$ cat src/verilog/ecmd_pkg.sv
package ecmd_pkg;

  // register byte offsets
  localparam logic [7:0] OFS_CTRL = 8'h00;
  localparam logic [7:0] OFS_DUTY_HI = 8'h04;
  localparam logic [7:0] OFS_CMP_HI = 8'h08;
  localparam logic [7:0] OFS_CAPT = 8'h0c;
  localparam logic [7:0] OFS_STAT = 8'h10;
  localparam logic [7:0] OFS_STEER = 8'h14;
  localparam logic [7:0] OFS_DBAND = 8'h18;

  // reset values
  localparam logic [7:0] CTRL_RST = 8'h00;
  localparam logic [3:0] STEER_RST = 4'h1;
  localparam logic [6:0] DBAND_RST = 7'h00;

  // field positions
  localparam int STAT_FLAG_BIT = 0;

  // capture prescale terminal counts
  localparam logic [3:0] PRESC4_LAST = 4'h3;
  localparam logic [3:0] PRESC16_LAST = 4'hf;

  // output configurations
  localparam logic [1:0] CFG_SINGLE = 2'h0;
  localparam logic [1:0] CFG_FWD = 2'h1;
  localparam logic [1:0] CFG_HALF = 2'h2;
  localparam logic [1:0] CFG_REV = 2'h3;

  typedef enum logic [3:0] {
    M_OFF = 4'b0000,
    M_RSV1 = 4'b0001,
    M_CMP_TGL = 4'b0010,
    M_RSV3 = 4'b0011,
    M_CAP_FALL = 4'b0100,
    M_CAP_RISE = 4'b0101,
    M_CAP_4 = 4'b0110,
    M_CAP_16 = 4'b0111,
    M_CMP_SET = 4'b1000,
    M_CMP_CLR = 4'b1001,
    M_CMP_SWI = 4'b1010,
    M_CMP_TRIG = 4'b1011,
    M_PWM_HH = 4'b1100,
    M_PWM_HL = 4'b1101,
    M_PWM_LH = 4'b1110,
    M_PWM_LL = 4'b1111
  } ecmd_mode_t;

  typedef struct packed {
    logic [1:0] output_configuration_field;
    logic [1:0] duty_low_bits;
    ecmd_mode_t unit_mode_field;
  } ecmd_ctrl_t;

  typedef struct packed {
    logic [3:0] drv;
    logic [3:0] oe_n;
  } ecmd_pins_t;

endpackage

$ cat src/verilog/ecmd_top.sv
// The address map and register access over APB were decided locally.
`timescale 1ns/1ps
module ecmd_top (
  // clock and reset
  input wire logic ref_clk,
  input wire logic nrst,
  // apb slave
  input wire logic [7:0] paddr,
  input wire logic psel,
  input wire logic penable,
  input wire logic pwrite,
  input wire logic [31:0] pwdata,
  output logic [31:0] prdata,
  output logic pready,
  output logic pslverr,
  // timebases
  input wire logic [15:0] tmr_value,
  input wire logic [9:0] pwm_count,
  input wire logic pwm_period_start,
  // pins and events
  input wire logic cap_pin_in,
  output ecmd_pkg::ecmd_pins_t pin_q,
  output logic tmr_reset,
  output logic adc_start,
  output logic unit_interrupt_flag
);

  function automatic logic is_pwm(input logic [3:0] m);
    is_pwm = (m[3:2] == 2'b11);
  endfunction

  function automatic logic is_cmp(input logic [3:0] m);
    is_cmp = (m[3:2] == 2'b10) || (m == 4'b0010);
  endfunction

  ecmd_pkg::ecmd_ctrl_t ctrl_q;
  logic [7:0] duty_hi_q, cmp_hi_q;
  logic [15:0] capt_q;
  logic flag_q;
  logic [3:0] steer_q;
  logic [6:0] dband_q, db_cnt_q;
  logic [3:0] presc_q;
  logic cap_prev_q, match_prev_q, cmp_out_q, run_q, raw_prev_q;
  logic [9:0] duty_sh_q;
  logic tmr_reset_q, adc_start_q, pready_q, pslverr_q;
  logic [31:0] prdata_q;
  logic [3:0] mode;
  logic acc, wr, cap_ev, cmp_ev, raw, db_idle;
  logic [3:0] act, oe_n, pol, drv;

  assign mode = ctrl_q.unit_mode_field;
  assign acc = psel & penable & pready_q;
  assign wr = acc & pwrite;
  assign prdata = prdata_q;
  assign pready = pready_q;
  assign pslverr = pslverr_q;
  assign tmr_reset = tmr_reset_q;
  assign adc_start = adc_start_q;
  assign unit_interrupt_flag = flag_q;

  // apb handshake, one access cycle, error on unmapped address
  always_ff @(posedge ref_clk or negedge nrst) begin
    if (!nrst) begin
      pready_q <= 1'b0;
      pslverr_q <= 1'b0;
      prdata_q <= 32'h0;
    end else begin
      pready_q <= psel & ~penable;
      pslverr_q <= 1'b0;
      prdata_q <= 32'h0;
      if (psel & ~penable) begin
        unique case (paddr)
          ecmd_pkg::OFS_CTRL: prdata_q <= {24'h0, ctrl_q};
          ecmd_pkg::OFS_DUTY_HI: prdata_q <= {24'h0, duty_hi_q};
          ecmd_pkg::OFS_CMP_HI: prdata_q <= {24'h0, cmp_hi_q};
          ecmd_pkg::OFS_CAPT: prdata_q <= {16'h0, capt_q};
          ecmd_pkg::OFS_STAT: prdata_q <= {31'h0, flag_q};
          ecmd_pkg::OFS_STEER: prdata_q <= {28'h0, steer_q};
          ecmd_pkg::OFS_DBAND: prdata_q <= {25'h0, dband_q};
          default: pslverr_q <= 1'b1;
        endcase
      end
    end
  end

  // software registers
  always_ff @(posedge ref_clk or negedge nrst) begin
    if (!nrst) begin
      ctrl_q <= ecmd_pkg::CTRL_RST;
      duty_hi_q <= 8'h00;
      cmp_hi_q <= 8'h00;
      steer_q <= ecmd_pkg::STEER_RST;
      dband_q <= ecmd_pkg::DBAND_RST;
    end else if (wr) begin
      unique case (paddr)
        ecmd_pkg::OFS_CTRL: ctrl_q <= pwdata[7:0];
        ecmd_pkg::OFS_DUTY_HI: duty_hi_q <= pwdata[7:0];
        ecmd_pkg::OFS_CMP_HI: cmp_hi_q <= pwdata[7:0];
        ecmd_pkg::OFS_STEER: steer_q <= pwdata[3:0];
        ecmd_pkg::OFS_DBAND: dband_q <= pwdata[6:0];
        default: ;
      endcase
    end
  end

  // capture edge detect and prescale
  always_comb begin
    cap_ev = 1'b0;
    unique case (mode)
      ecmd_pkg::M_CAP_FALL: cap_ev = cap_prev_q & ~cap_pin_in;
      ecmd_pkg::M_CAP_RISE: cap_ev = ~cap_prev_q & cap_pin_in;
      ecmd_pkg::M_CAP_4: cap_ev = ~cap_prev_q & cap_pin_in &
        (presc_q == ecmd_pkg::PRESC4_LAST);
      ecmd_pkg::M_CAP_16: cap_ev = ~cap_prev_q & cap_pin_in &
        (presc_q == ecmd_pkg::PRESC16_LAST);
      default: cap_ev = 1'b0;
    endcase
  end

  always_ff @(posedge ref_clk or negedge nrst) begin
    if (!nrst) begin
      cap_prev_q <= 1'b0;
      presc_q <= 4'h0;
    end else begin
      cap_prev_q <= cap_pin_in;
      if (mode[3:1] != 3'b011) begin
        presc_q <= 4'h0;
      end else if (~cap_prev_q & cap_pin_in) begin
        presc_q <= cap_ev ? 4'h0 : presc_q + 4'h1;
      end
    end
  end

  // capture register overwritten by every capture
  always_ff @(posedge ref_clk or negedge nrst) begin
    if (!nrst) begin
      capt_q <= 16'h0;
    end else if (cap_ev) begin
      capt_q <= tmr_value;
    end
  end

  // compare match, one event per match
  assign cmp_ev = is_cmp(mode) & ~match_prev_q &
    (tmr_value == {cmp_hi_q, duty_hi_q});

  always_ff @(posedge ref_clk or negedge nrst) begin
    if (!nrst) begin
      match_prev_q <= 1'b0;
      cmp_out_q <= 1'b0;
    end else begin
      match_prev_q <= is_cmp(mode) & (tmr_value == {cmp_hi_q, duty_hi_q});
      if (wr && paddr == ecmd_pkg::OFS_CTRL) begin
        unique case (pwdata[3:0])
          4'b1000: cmp_out_q <= 1'b0;
          4'b1001: cmp_out_q <= 1'b1;
          4'b0000: cmp_out_q <= 1'b0;
          default: ;
        endcase
      end else if (mode == ecmd_pkg::M_OFF) begin
        cmp_out_q <= 1'b0;
      end else if (cmp_ev) begin
        if (mode == ecmd_pkg::M_CMP_TGL) cmp_out_q <= ~cmp_out_q;
        if (mode == ecmd_pkg::M_CMP_SET) cmp_out_q <= 1'b1;
        if (mode == ecmd_pkg::M_CMP_CLR) cmp_out_q <= 1'b0;
      end
    end
  end

  // special event trigger pulses
  always_ff @(posedge ref_clk or negedge nrst) begin
    if (!nrst) begin
      tmr_reset_q <= 1'b0;
      adc_start_q <= 1'b0;
    end else begin
      tmr_reset_q <= cmp_ev & (mode == ecmd_pkg::M_CMP_TRIG);
      adc_start_q <= cmp_ev & (mode == ecmd_pkg::M_CMP_TRIG);
    end
  end

  // interrupt flag, set wins over a write-one clear
  always_ff @(posedge ref_clk or negedge nrst) begin
    if (!nrst) begin
      flag_q <= 1'b0;
    end else begin
      flag_q <= (flag_q & ~(wr & (paddr == ecmd_pkg::OFS_STAT) &
        pwdata[ecmd_pkg::STAT_FLAG_BIT])) | cap_ev | cmp_ev;
    end
  end

  // pwm arming and duty shadow
  always_ff @(posedge ref_clk or negedge nrst) begin
    if (!nrst) begin
      run_q <= 1'b0;
      duty_sh_q <= 10'h0;
    end else begin
      if (!is_pwm(mode)) begin
        run_q <= 1'b0;
      end else if (pwm_period_start) begin
        run_q <= 1'b1;
        duty_sh_q <= {duty_hi_q, ctrl_q.duty_low_bits};
      end
    end
  end

  assign raw = run_q & (pwm_count < duty_sh_q);

  // dead band on each edge of the modulated signal
  always_ff @(posedge ref_clk or negedge nrst) begin
    if (!nrst) begin
      raw_prev_q <= 1'b0;
      db_cnt_q <= 7'h0;
    end else begin
      raw_prev_q <= raw;
      if (!is_pwm(mode)) begin
        db_cnt_q <= 7'h0;
      end else if (raw != raw_prev_q) begin
        db_cnt_q <= dband_q;
      end else if (db_cnt_q != 7'h0) begin
        db_cnt_q <= db_cnt_q - 7'h1;
      end
    end
  end

  assign db_idle = (raw == raw_prev_q) && (db_cnt_q == 7'h0);

  // output configuration decode
  always_comb begin
    act = 4'h0;
    oe_n = 4'hf;
    if (!is_pwm(mode)) begin
      unique case (mode)
        ecmd_pkg::M_CMP_TGL, ecmd_pkg::M_CMP_SET, ecmd_pkg::M_CMP_CLR:
          begin
          act = {3'h0, cmp_out_q};
          oe_n = 4'b1110;
        end
        default: begin
          act = 4'h0;
          oe_n = 4'hf;
        end
      endcase
    end else begin
      unique case (ctrl_q.output_configuration_field)
        ecmd_pkg::CFG_SINGLE: begin
          act = steer_q & {4{raw}};
          oe_n = ~steer_q;
        end
        ecmd_pkg::CFG_FWD: begin
          act = {raw, 2'b00, run_q};
          oe_n = 4'h0;
        end
        ecmd_pkg::CFG_HALF: begin
          act = {2'b00, ~raw & db_idle, raw & db_idle};
          oe_n = 4'b1100;
        end
        ecmd_pkg::CFG_REV: begin
          act = {1'b0, run_q, raw, 1'b0};
          oe_n = 4'h0;
        end
      endcase
    end
  end

  // polarity per output: a and c from mode bit 1, b and d from bit 0
  genvar gi;
  generate
    for (gi = 0; gi < 4; gi++) begin : g_pol
      assign pol[gi] = is_pwm(mode) & mode[gi % 2 == 0 ? 1 : 0];
      assign drv[gi] = act[gi] ^ pol[gi];
    end
  endgenerate

  always_ff @(posedge ref_clk or negedge nrst) begin
    if (!nrst) begin
      pin_q <= {4'h0, 4'hf};
    end else begin
      pin_q <= {drv, oe_n};
    end
  end
endmodule // ecmd_top

$ cat config.mk
export PLATFORM = sky130hd
export DESIGN_NAME = ecmd_top
export DESIGN_NICKNAME = d
export VERILOG_FILES = /design/src/verilog/ecmd_pkg.sv /design/src/verilog/ecmd_top.sv
export SDC_FILE = /design/constraint.sdc
export NUM_CORES = 1
export LEC_CHECK = 0
export BUFFER_PORTS_ARGS = -buffer_cell sky130_fd_sc_hd__buf_4
export CORE_MARGIN = 1.5
export CORE_UTILIZATION = 50
export CTS_CLUSTER_SIZE = 8
export DETAILED_ROUTE_END_ITERATION = 8
export GPL_TIMING_DRIVEN = 0
export PLACE_DENSITY = 0.85
export SYNTH_ARGS = -nofsm -noshare
export SYNTH_HDL_FRONTEND = slang
export SYNTH_SLANG_ARGS = --single-unit
$ cat constraint.sdc
create_clock -name ref_clk -period 6.05 [get_ports ref_clk]
set_clock_uncertainty 0.2 [all_clocks]
set_input_delay 0.605 -clock ref_clk [delete_from_list [all_inputs] [get_ports ref_clk]]
set_output_delay 0.605 -clock ref_clk [all_outputs]
set_load 0.005 [all_outputs]
* Yosys cells after proc, flatten, opt, wreduce, memory -nomap -nowiden *
Cells that the tools add are included.

cells by class
  muxes and demuxes = 26
  reductions and logical operators = 23
  multiply operators = 0
  equality and inequality tests = 30
  order comparisons = 1
  $add $sub $neg = 2
  shift operators = 0
  bitwise operators = 35
  div/mod/pow operators = 0

operators with widths
  operator                                       number
  one-hot mux 16 bit (7 select lines)            1
  2-to-1 mux 32 bit                              1
  == test 4 bit, second input constant           6
  == test 8 x 5 -> 1 bit, second input constant  3
  2-to-1 mux 7 bit                               3
  bitwise AND 1 bit                              20
  2-to-1 mux 4 bit                               5
  == test 16 bit                                 1
  == test 4 x 3 -> 1 bit, second input constant  4
  == test 8 x 4 -> 1 bit, second input constant  2
  one-hot mux 4 bit (4 select lines)             1
  2-to-1 mux 1 bit                               12
  one-hot mux 4 bit (3 select lines)             1
  AND reduction 2 bit                            6
  less-than comparator 10 bit                    1
  == test 2 bit, second input constant           4
  == test 4 x 2 -> 1 bit, second input constant  2
  == test 8 x 3 -> 1 bit, second input constant  1
  zero test 4 bit                                2
  zero test 8 bit                                1
  zero test 7 bit                                1
  NOT 1 bit                                      7
  nonzero test 7 bit                             1
  OR reduction 7 bit                             1
  other kinds (23)                               30

word-level totals
  input bits = 73
  bits in latches = 0
  memories = 0
  bits in registers = 121
  memory bits (read-only) = 0
  logic and storage cells = 140
  bits in writable memories = 0

* Logic depth before layout (Yosys ltp) *
  depth after elaboration = 9
  gate-level depth with buffers = 9
  gate-level depth less buffers = 8

* Worst setup path before layout *
Ideal clock, no wire load.

  path kind = input to register
  start = input port pwm_count[3]
  end = register db_cnt_q[0]
  setup time = 0.079 ns
  slack = 3.574 ns
  arrival = 2.198 ns
  cell stages on the path = 7
  buffers on the path = 0
  required time = 5.771 ns
  cells stage by stage = ha_1 a211o_1 a21oi_1 o21ai_1 o31ai_1 o21ai_0 a21oi_1

on the way
  longest elaborated chain between the ends = 5
  elaborated cells between the ends (all ways) = 6
  classes of those cells = order compare: 1; eq/ne: 2; mux: 2; bitwise: 1

RTL lines
  element                        line             RTL
  start: declaration             ecmd_top.sv:18   input wire logic [9:0] pwm_count,
  less-than comparator 10 bit *  ecmd_top.sv:206  assign raw = run_q & (pwm_count < duty_sh_q);
  bitwise AND 1 bit *            ecmd_top.sv:206
  != test 1 bit *                ecmd_top.sv:217  end else if (raw != raw_prev_q) begin
  2-to-1 mux 7 bit               ecmd_top.sv:217
  2-to-1 mux 7 bit               ecmd_top.sv:215  if (!is_pwm(mode)) begin
  end signal: assignment         ecmd_top.sv:218  db_cnt_q <= dband_q;
  end signal: assignment         ecmd_top.sv:220  db_cnt_q <= db_cnt_q - 7'h1;
  end: declaration               ecmd_top.sv:41   logic [6:0] dband_q, db_cnt_q;

Mark *: on every way between the ends. The rest lies on a longest branch, timed or not.
A chain may end at the register's enable or synchronous reset.

* Final worst setup path *
  start = register duty_sh_q[3]
  end = register db_cnt_q[1]

on the way
  longest elaborated chain between the ends = 5
  elaborated cells between the ends (all ways) = 6
  classes of those cells = order compare: 1; eq/ne: 2; mux: 2; bitwise: 1

RTL lines
  element                        line             RTL
  start: declaration             ecmd_top.sv:44   logic [9:0] duty_sh_q;
  start signal: assignment       ecmd_top.sv:201  duty_sh_q <= {duty_hi_q, ctrl_q.duty_low_bits};
  less-than comparator 10 bit *  ecmd_top.sv:206
  bitwise AND 1 bit *            ecmd_top.sv:206
  != test 1 bit *                ecmd_top.sv:217
  2-to-1 mux 7 bit               ecmd_top.sv:217
  2-to-1 mux 7 bit               ecmd_top.sv:215

Marks and branches as above.

==> results.py <==
metrics = {
    "run_status": {
        "status": "complete, no violations",
    },
    "global_routing": {
        "grt_pass1_wl_um": 21300,
        "met3_usage_pct": 3.066,
        "gr-total-overflow": 0,
        "antenna_found_initial": 0,
        "use_met2_pct": 41.19,
        "busiest_layer": "met2",
        "grt_max_degree": 106,
        "grt_usage_pct": 24.86,
        "grt_pass1_vias": 4112,
        "use_met1_pct": 33.48,
    },
    "worst_setup_path": {
        "endpoint_kind": "register",
        "crit_fanout": 7,
        "crit_type": "reg -> reg",
        "startpoint_type": "register",
        "cp.arrival_ps": 2850,
        "required_ps": 6150,
    },
    "die": {
        "initial_utilization_pct": 51.31,
        "coreArea_mm2": 0.01032,
        "die-area_mm2": 0.01122,
        "io_pins": 118,
        "fp.dieH_um": 105.9,
        "die_x_um": 105.9,
        "rows": 37,
    },
    "timing": {
        "maxSlewHeadroom_pct": 50.95,
        "fin_crit_sh_pct": 45.38,
        "postLayoutSetupSlackWorst_ps": 3304,
        "timing.fmax_mhz": 364.2,
        "setup_viol": 0,
        "maxSlewViolCount": 0,
        "hold_viol": 0,
        "grt_setup_unrepaired": "false",
        "period_needed_ps": 2746,
        "fin_hold_ws_ps": 30.76,
        "tightest_slew_ps": 729.5,
        "fin_setup_tns_ps": 0,
    },
    "clocking": {
        "cts_buffers": 9,
        "cts_max_path_buffers": 2,
        "cts_hold_buf": 0,
        "cts.sinks": 105,
        "cts_tree": "built",
        "root_buffer": "clkbuf_8",
        "cts_max_level": 3,
        "ctsResizeCount": 0,
        "clk_pin_slew_ps": 110,
        "post_cts_buffers": 0,
        "clk_latency_ps": 390,
    },
    "synthesis": {
        "synth_most_common_cell": "dfrtp_1",
        "ys_warn_count": 0,
        "synthCells": 468,
        "synth_edf_count": 0,
        "synth_seq_cells": 105,
        "syn_area_per_cell_um2": 11.32,
        "synthesis.area_mm2": 0.005298,
        "synth_commonest_cells": "dfrtp_1, mux2_2, nand2_1",
        "yosysTopAreaCell": "dfrtp_1",
        "synth-seq-area-share_pct": 49.72,
        "synth_cell_type_count": 60,
        "synth_top_area_share_pct": 47.24,
        "synthArstFlopShare_pct": 100.0,
        "yosys-top-cells-area": "dfrtp_1, mux2_2, buf_4",
        "synthFlopType": "dfrtp_1",
    },
    "pwr": {
        "irDropWorstVdd_mv": 0.1160,
        "p_leak_uw": 0.003128,
        "p_per_area_mw_per_mm2": 193.4,
    },
    "finish": {
        "utilization_pct": 61.05,
        "drive_above_1_share_pct": 33.68,
        "area_growth_pct": 18.97,
        "fillers": 845,
        "stdcell_area_mm2": 0.006302,
        "diodes": 0,
        "fin_nets": 655,
    },
    "drt": {
        "wl_per_cell_um": 18.54,
        "drt_first_pass_iters": 5,
        "via_per_inst": 5.777,
        "drt_iter0_drc": 254,
        "ant_nets": 0,
        "drcViolationCount": 0,
        "wirelength_um": 13200,
        "num_vias": 4113,
    },
    "hold_path": {
        "min_path_type": "in -> async",
    },
    "flow_run": {
        "drv_cap": 0,
    },
    "placed_design": {
        "numPortBuffers": 76,
        "place_area_mm2": 0.006095,
        "place.gp.congestion": 0.9257,
        "dp_hpwl_um": 9948,
        "place_ws_ps": 2952,
    },
}
routing by layer:
| layer | routed length, um | up-vias | share of wire [%] |
|---|---|---|---|
| met2 | 6574 | 170 | 50 |
| met5 | 0 | - | 0 |
| met1 | 5660 | 2045 | 43 |
| met4 | 291 | 0 | 2.2 |
| li1 | - | 1873 | - |
| met3 | 677 | 25 | 5.1 |
power breakdown:
| group | internal, uW | total [uW] | switching (uW) | leakage (uW) |
|---|---|---|---|---|
| Combinational | 43.5 | 95.0 | 51.5 | 0.00159 |
| Sequential | 706 | 709 | 3.11 | 0.00144 |
| Clock | 155 | 415 | 260 | 0.0000916 |
| Total | 905 | 1220 | 314 | 0.00313 |
path summary, 6_finish.rpt:
| check | startpoint | slack [ps] | cells after the start | end |
|---|---|---|---|---|
| worst max register to register | duty_sh_q[3]$_DFFE_PN0P_ | 3300 | 8 | db_cnt_q[1]$_DFFE_PN0P_ |
| worst min register to register | capt_q[10]$_DFFE_PN0P_ | 310 | 1 | capt_q[10]$_DFFE_PN0P_ |
| worst max-delay path | duty_sh_q[3]$_DFFE_PN0P_ | 3300 | 8 | db_cnt_q[1]$_DFFE_PN0P_ |
| worst min-delay path | nrst | 30 | 2 | prdata[9]$_DFF_PN0_ |
| min in group ref_clk | cap_pin_in | 160 | 1 | cap_prev_q$_DFF_PN0_ |
| max in group asynchronous | nrst | 5200 | 2 | pin_q[1]$_DFF_PN1_ |
flip-flops by register name, indices dropped and copies added (netlist names):
signal	cells
pready	1
match_prev_q	1
pin_q	8
raw_prev_q	1
capt_q	16
unit_interrupt_flag	1
duty_sh_q	10
cmp_hi_q	8
cmp_out_q	1
dband_q	7
adc_start	1
db_cnt_q	7
steer_q	4
duty_hi_q	8
mode	4
cap_prev_q	1
presc_q	4
pslverr	1
ctrl_q	4
run_q	1
prdata	16
through the flow:
step	std cells	total power, uW
2_1_floorplan	483	756.8
3_3_place_gp	695	811.9
3_5_place_dp	695	814.8
4_1_cts	711	1217
5_1_grt	712	1257
6_report	712	1219
kinds of logic after synthesis:
family,after synthesis,synth area share (%)
XOR/XNOR,21,3.472
adder cells (fa/ha/maj),11,2.598
AND/OR/NAND/NOR,131,13.68
multiplexers,71,15.56
AO/OA/AOI/OAI,79,10.01
other,1,0.07079
buffers and inverters,49,4.889
flip-flops,105,49.72
worst max-delay path: stages (launching register included):
cell and delay (ps):
dfrtp_1 370, inv_1 50, ha_1 280, a211o_1 260, a21oi_1 130, o21ai_1 250, o31ai_1 710, o21ai_0 230
a21oi_1 170
placed cells by master, fill, tap and decap left out, types with 5 or more instances in the layout:
cell type	instances
a21oi_1	19
a22oi_1	6
and3_1	16
buf_4	94
clkbuf_1	15
clkbuf_8	9
conb_1	16
dfrtp_1	100
dfstp_2	5
ha_1	11
inv_1	12
mux2_2	59
mux2_4	8
nand2_1	24
nand3_1	12
nand4_1	5
nor2_1	21
nor2b_1	9
nor3_1	8
o211ai_1	6
o21ai_0	14
or3_1	7
xnor2_1	9
xor2_1	12
area by class of cell:
cell class	count	area [um2]	area share, %
flip-flops and latches	105	2634	41.79
multi-input cells	329	2461	39.05
repair buffers	77	601.8	9.549
plain buffers	37	214.0	3.395
well taps	136	170.2	2.700
clock buffers	10	127.6	2.025
clock inverters	6	48.80	0.7743
inverters	12	45.04	0.7147
(Power assumes the default switching activity.)
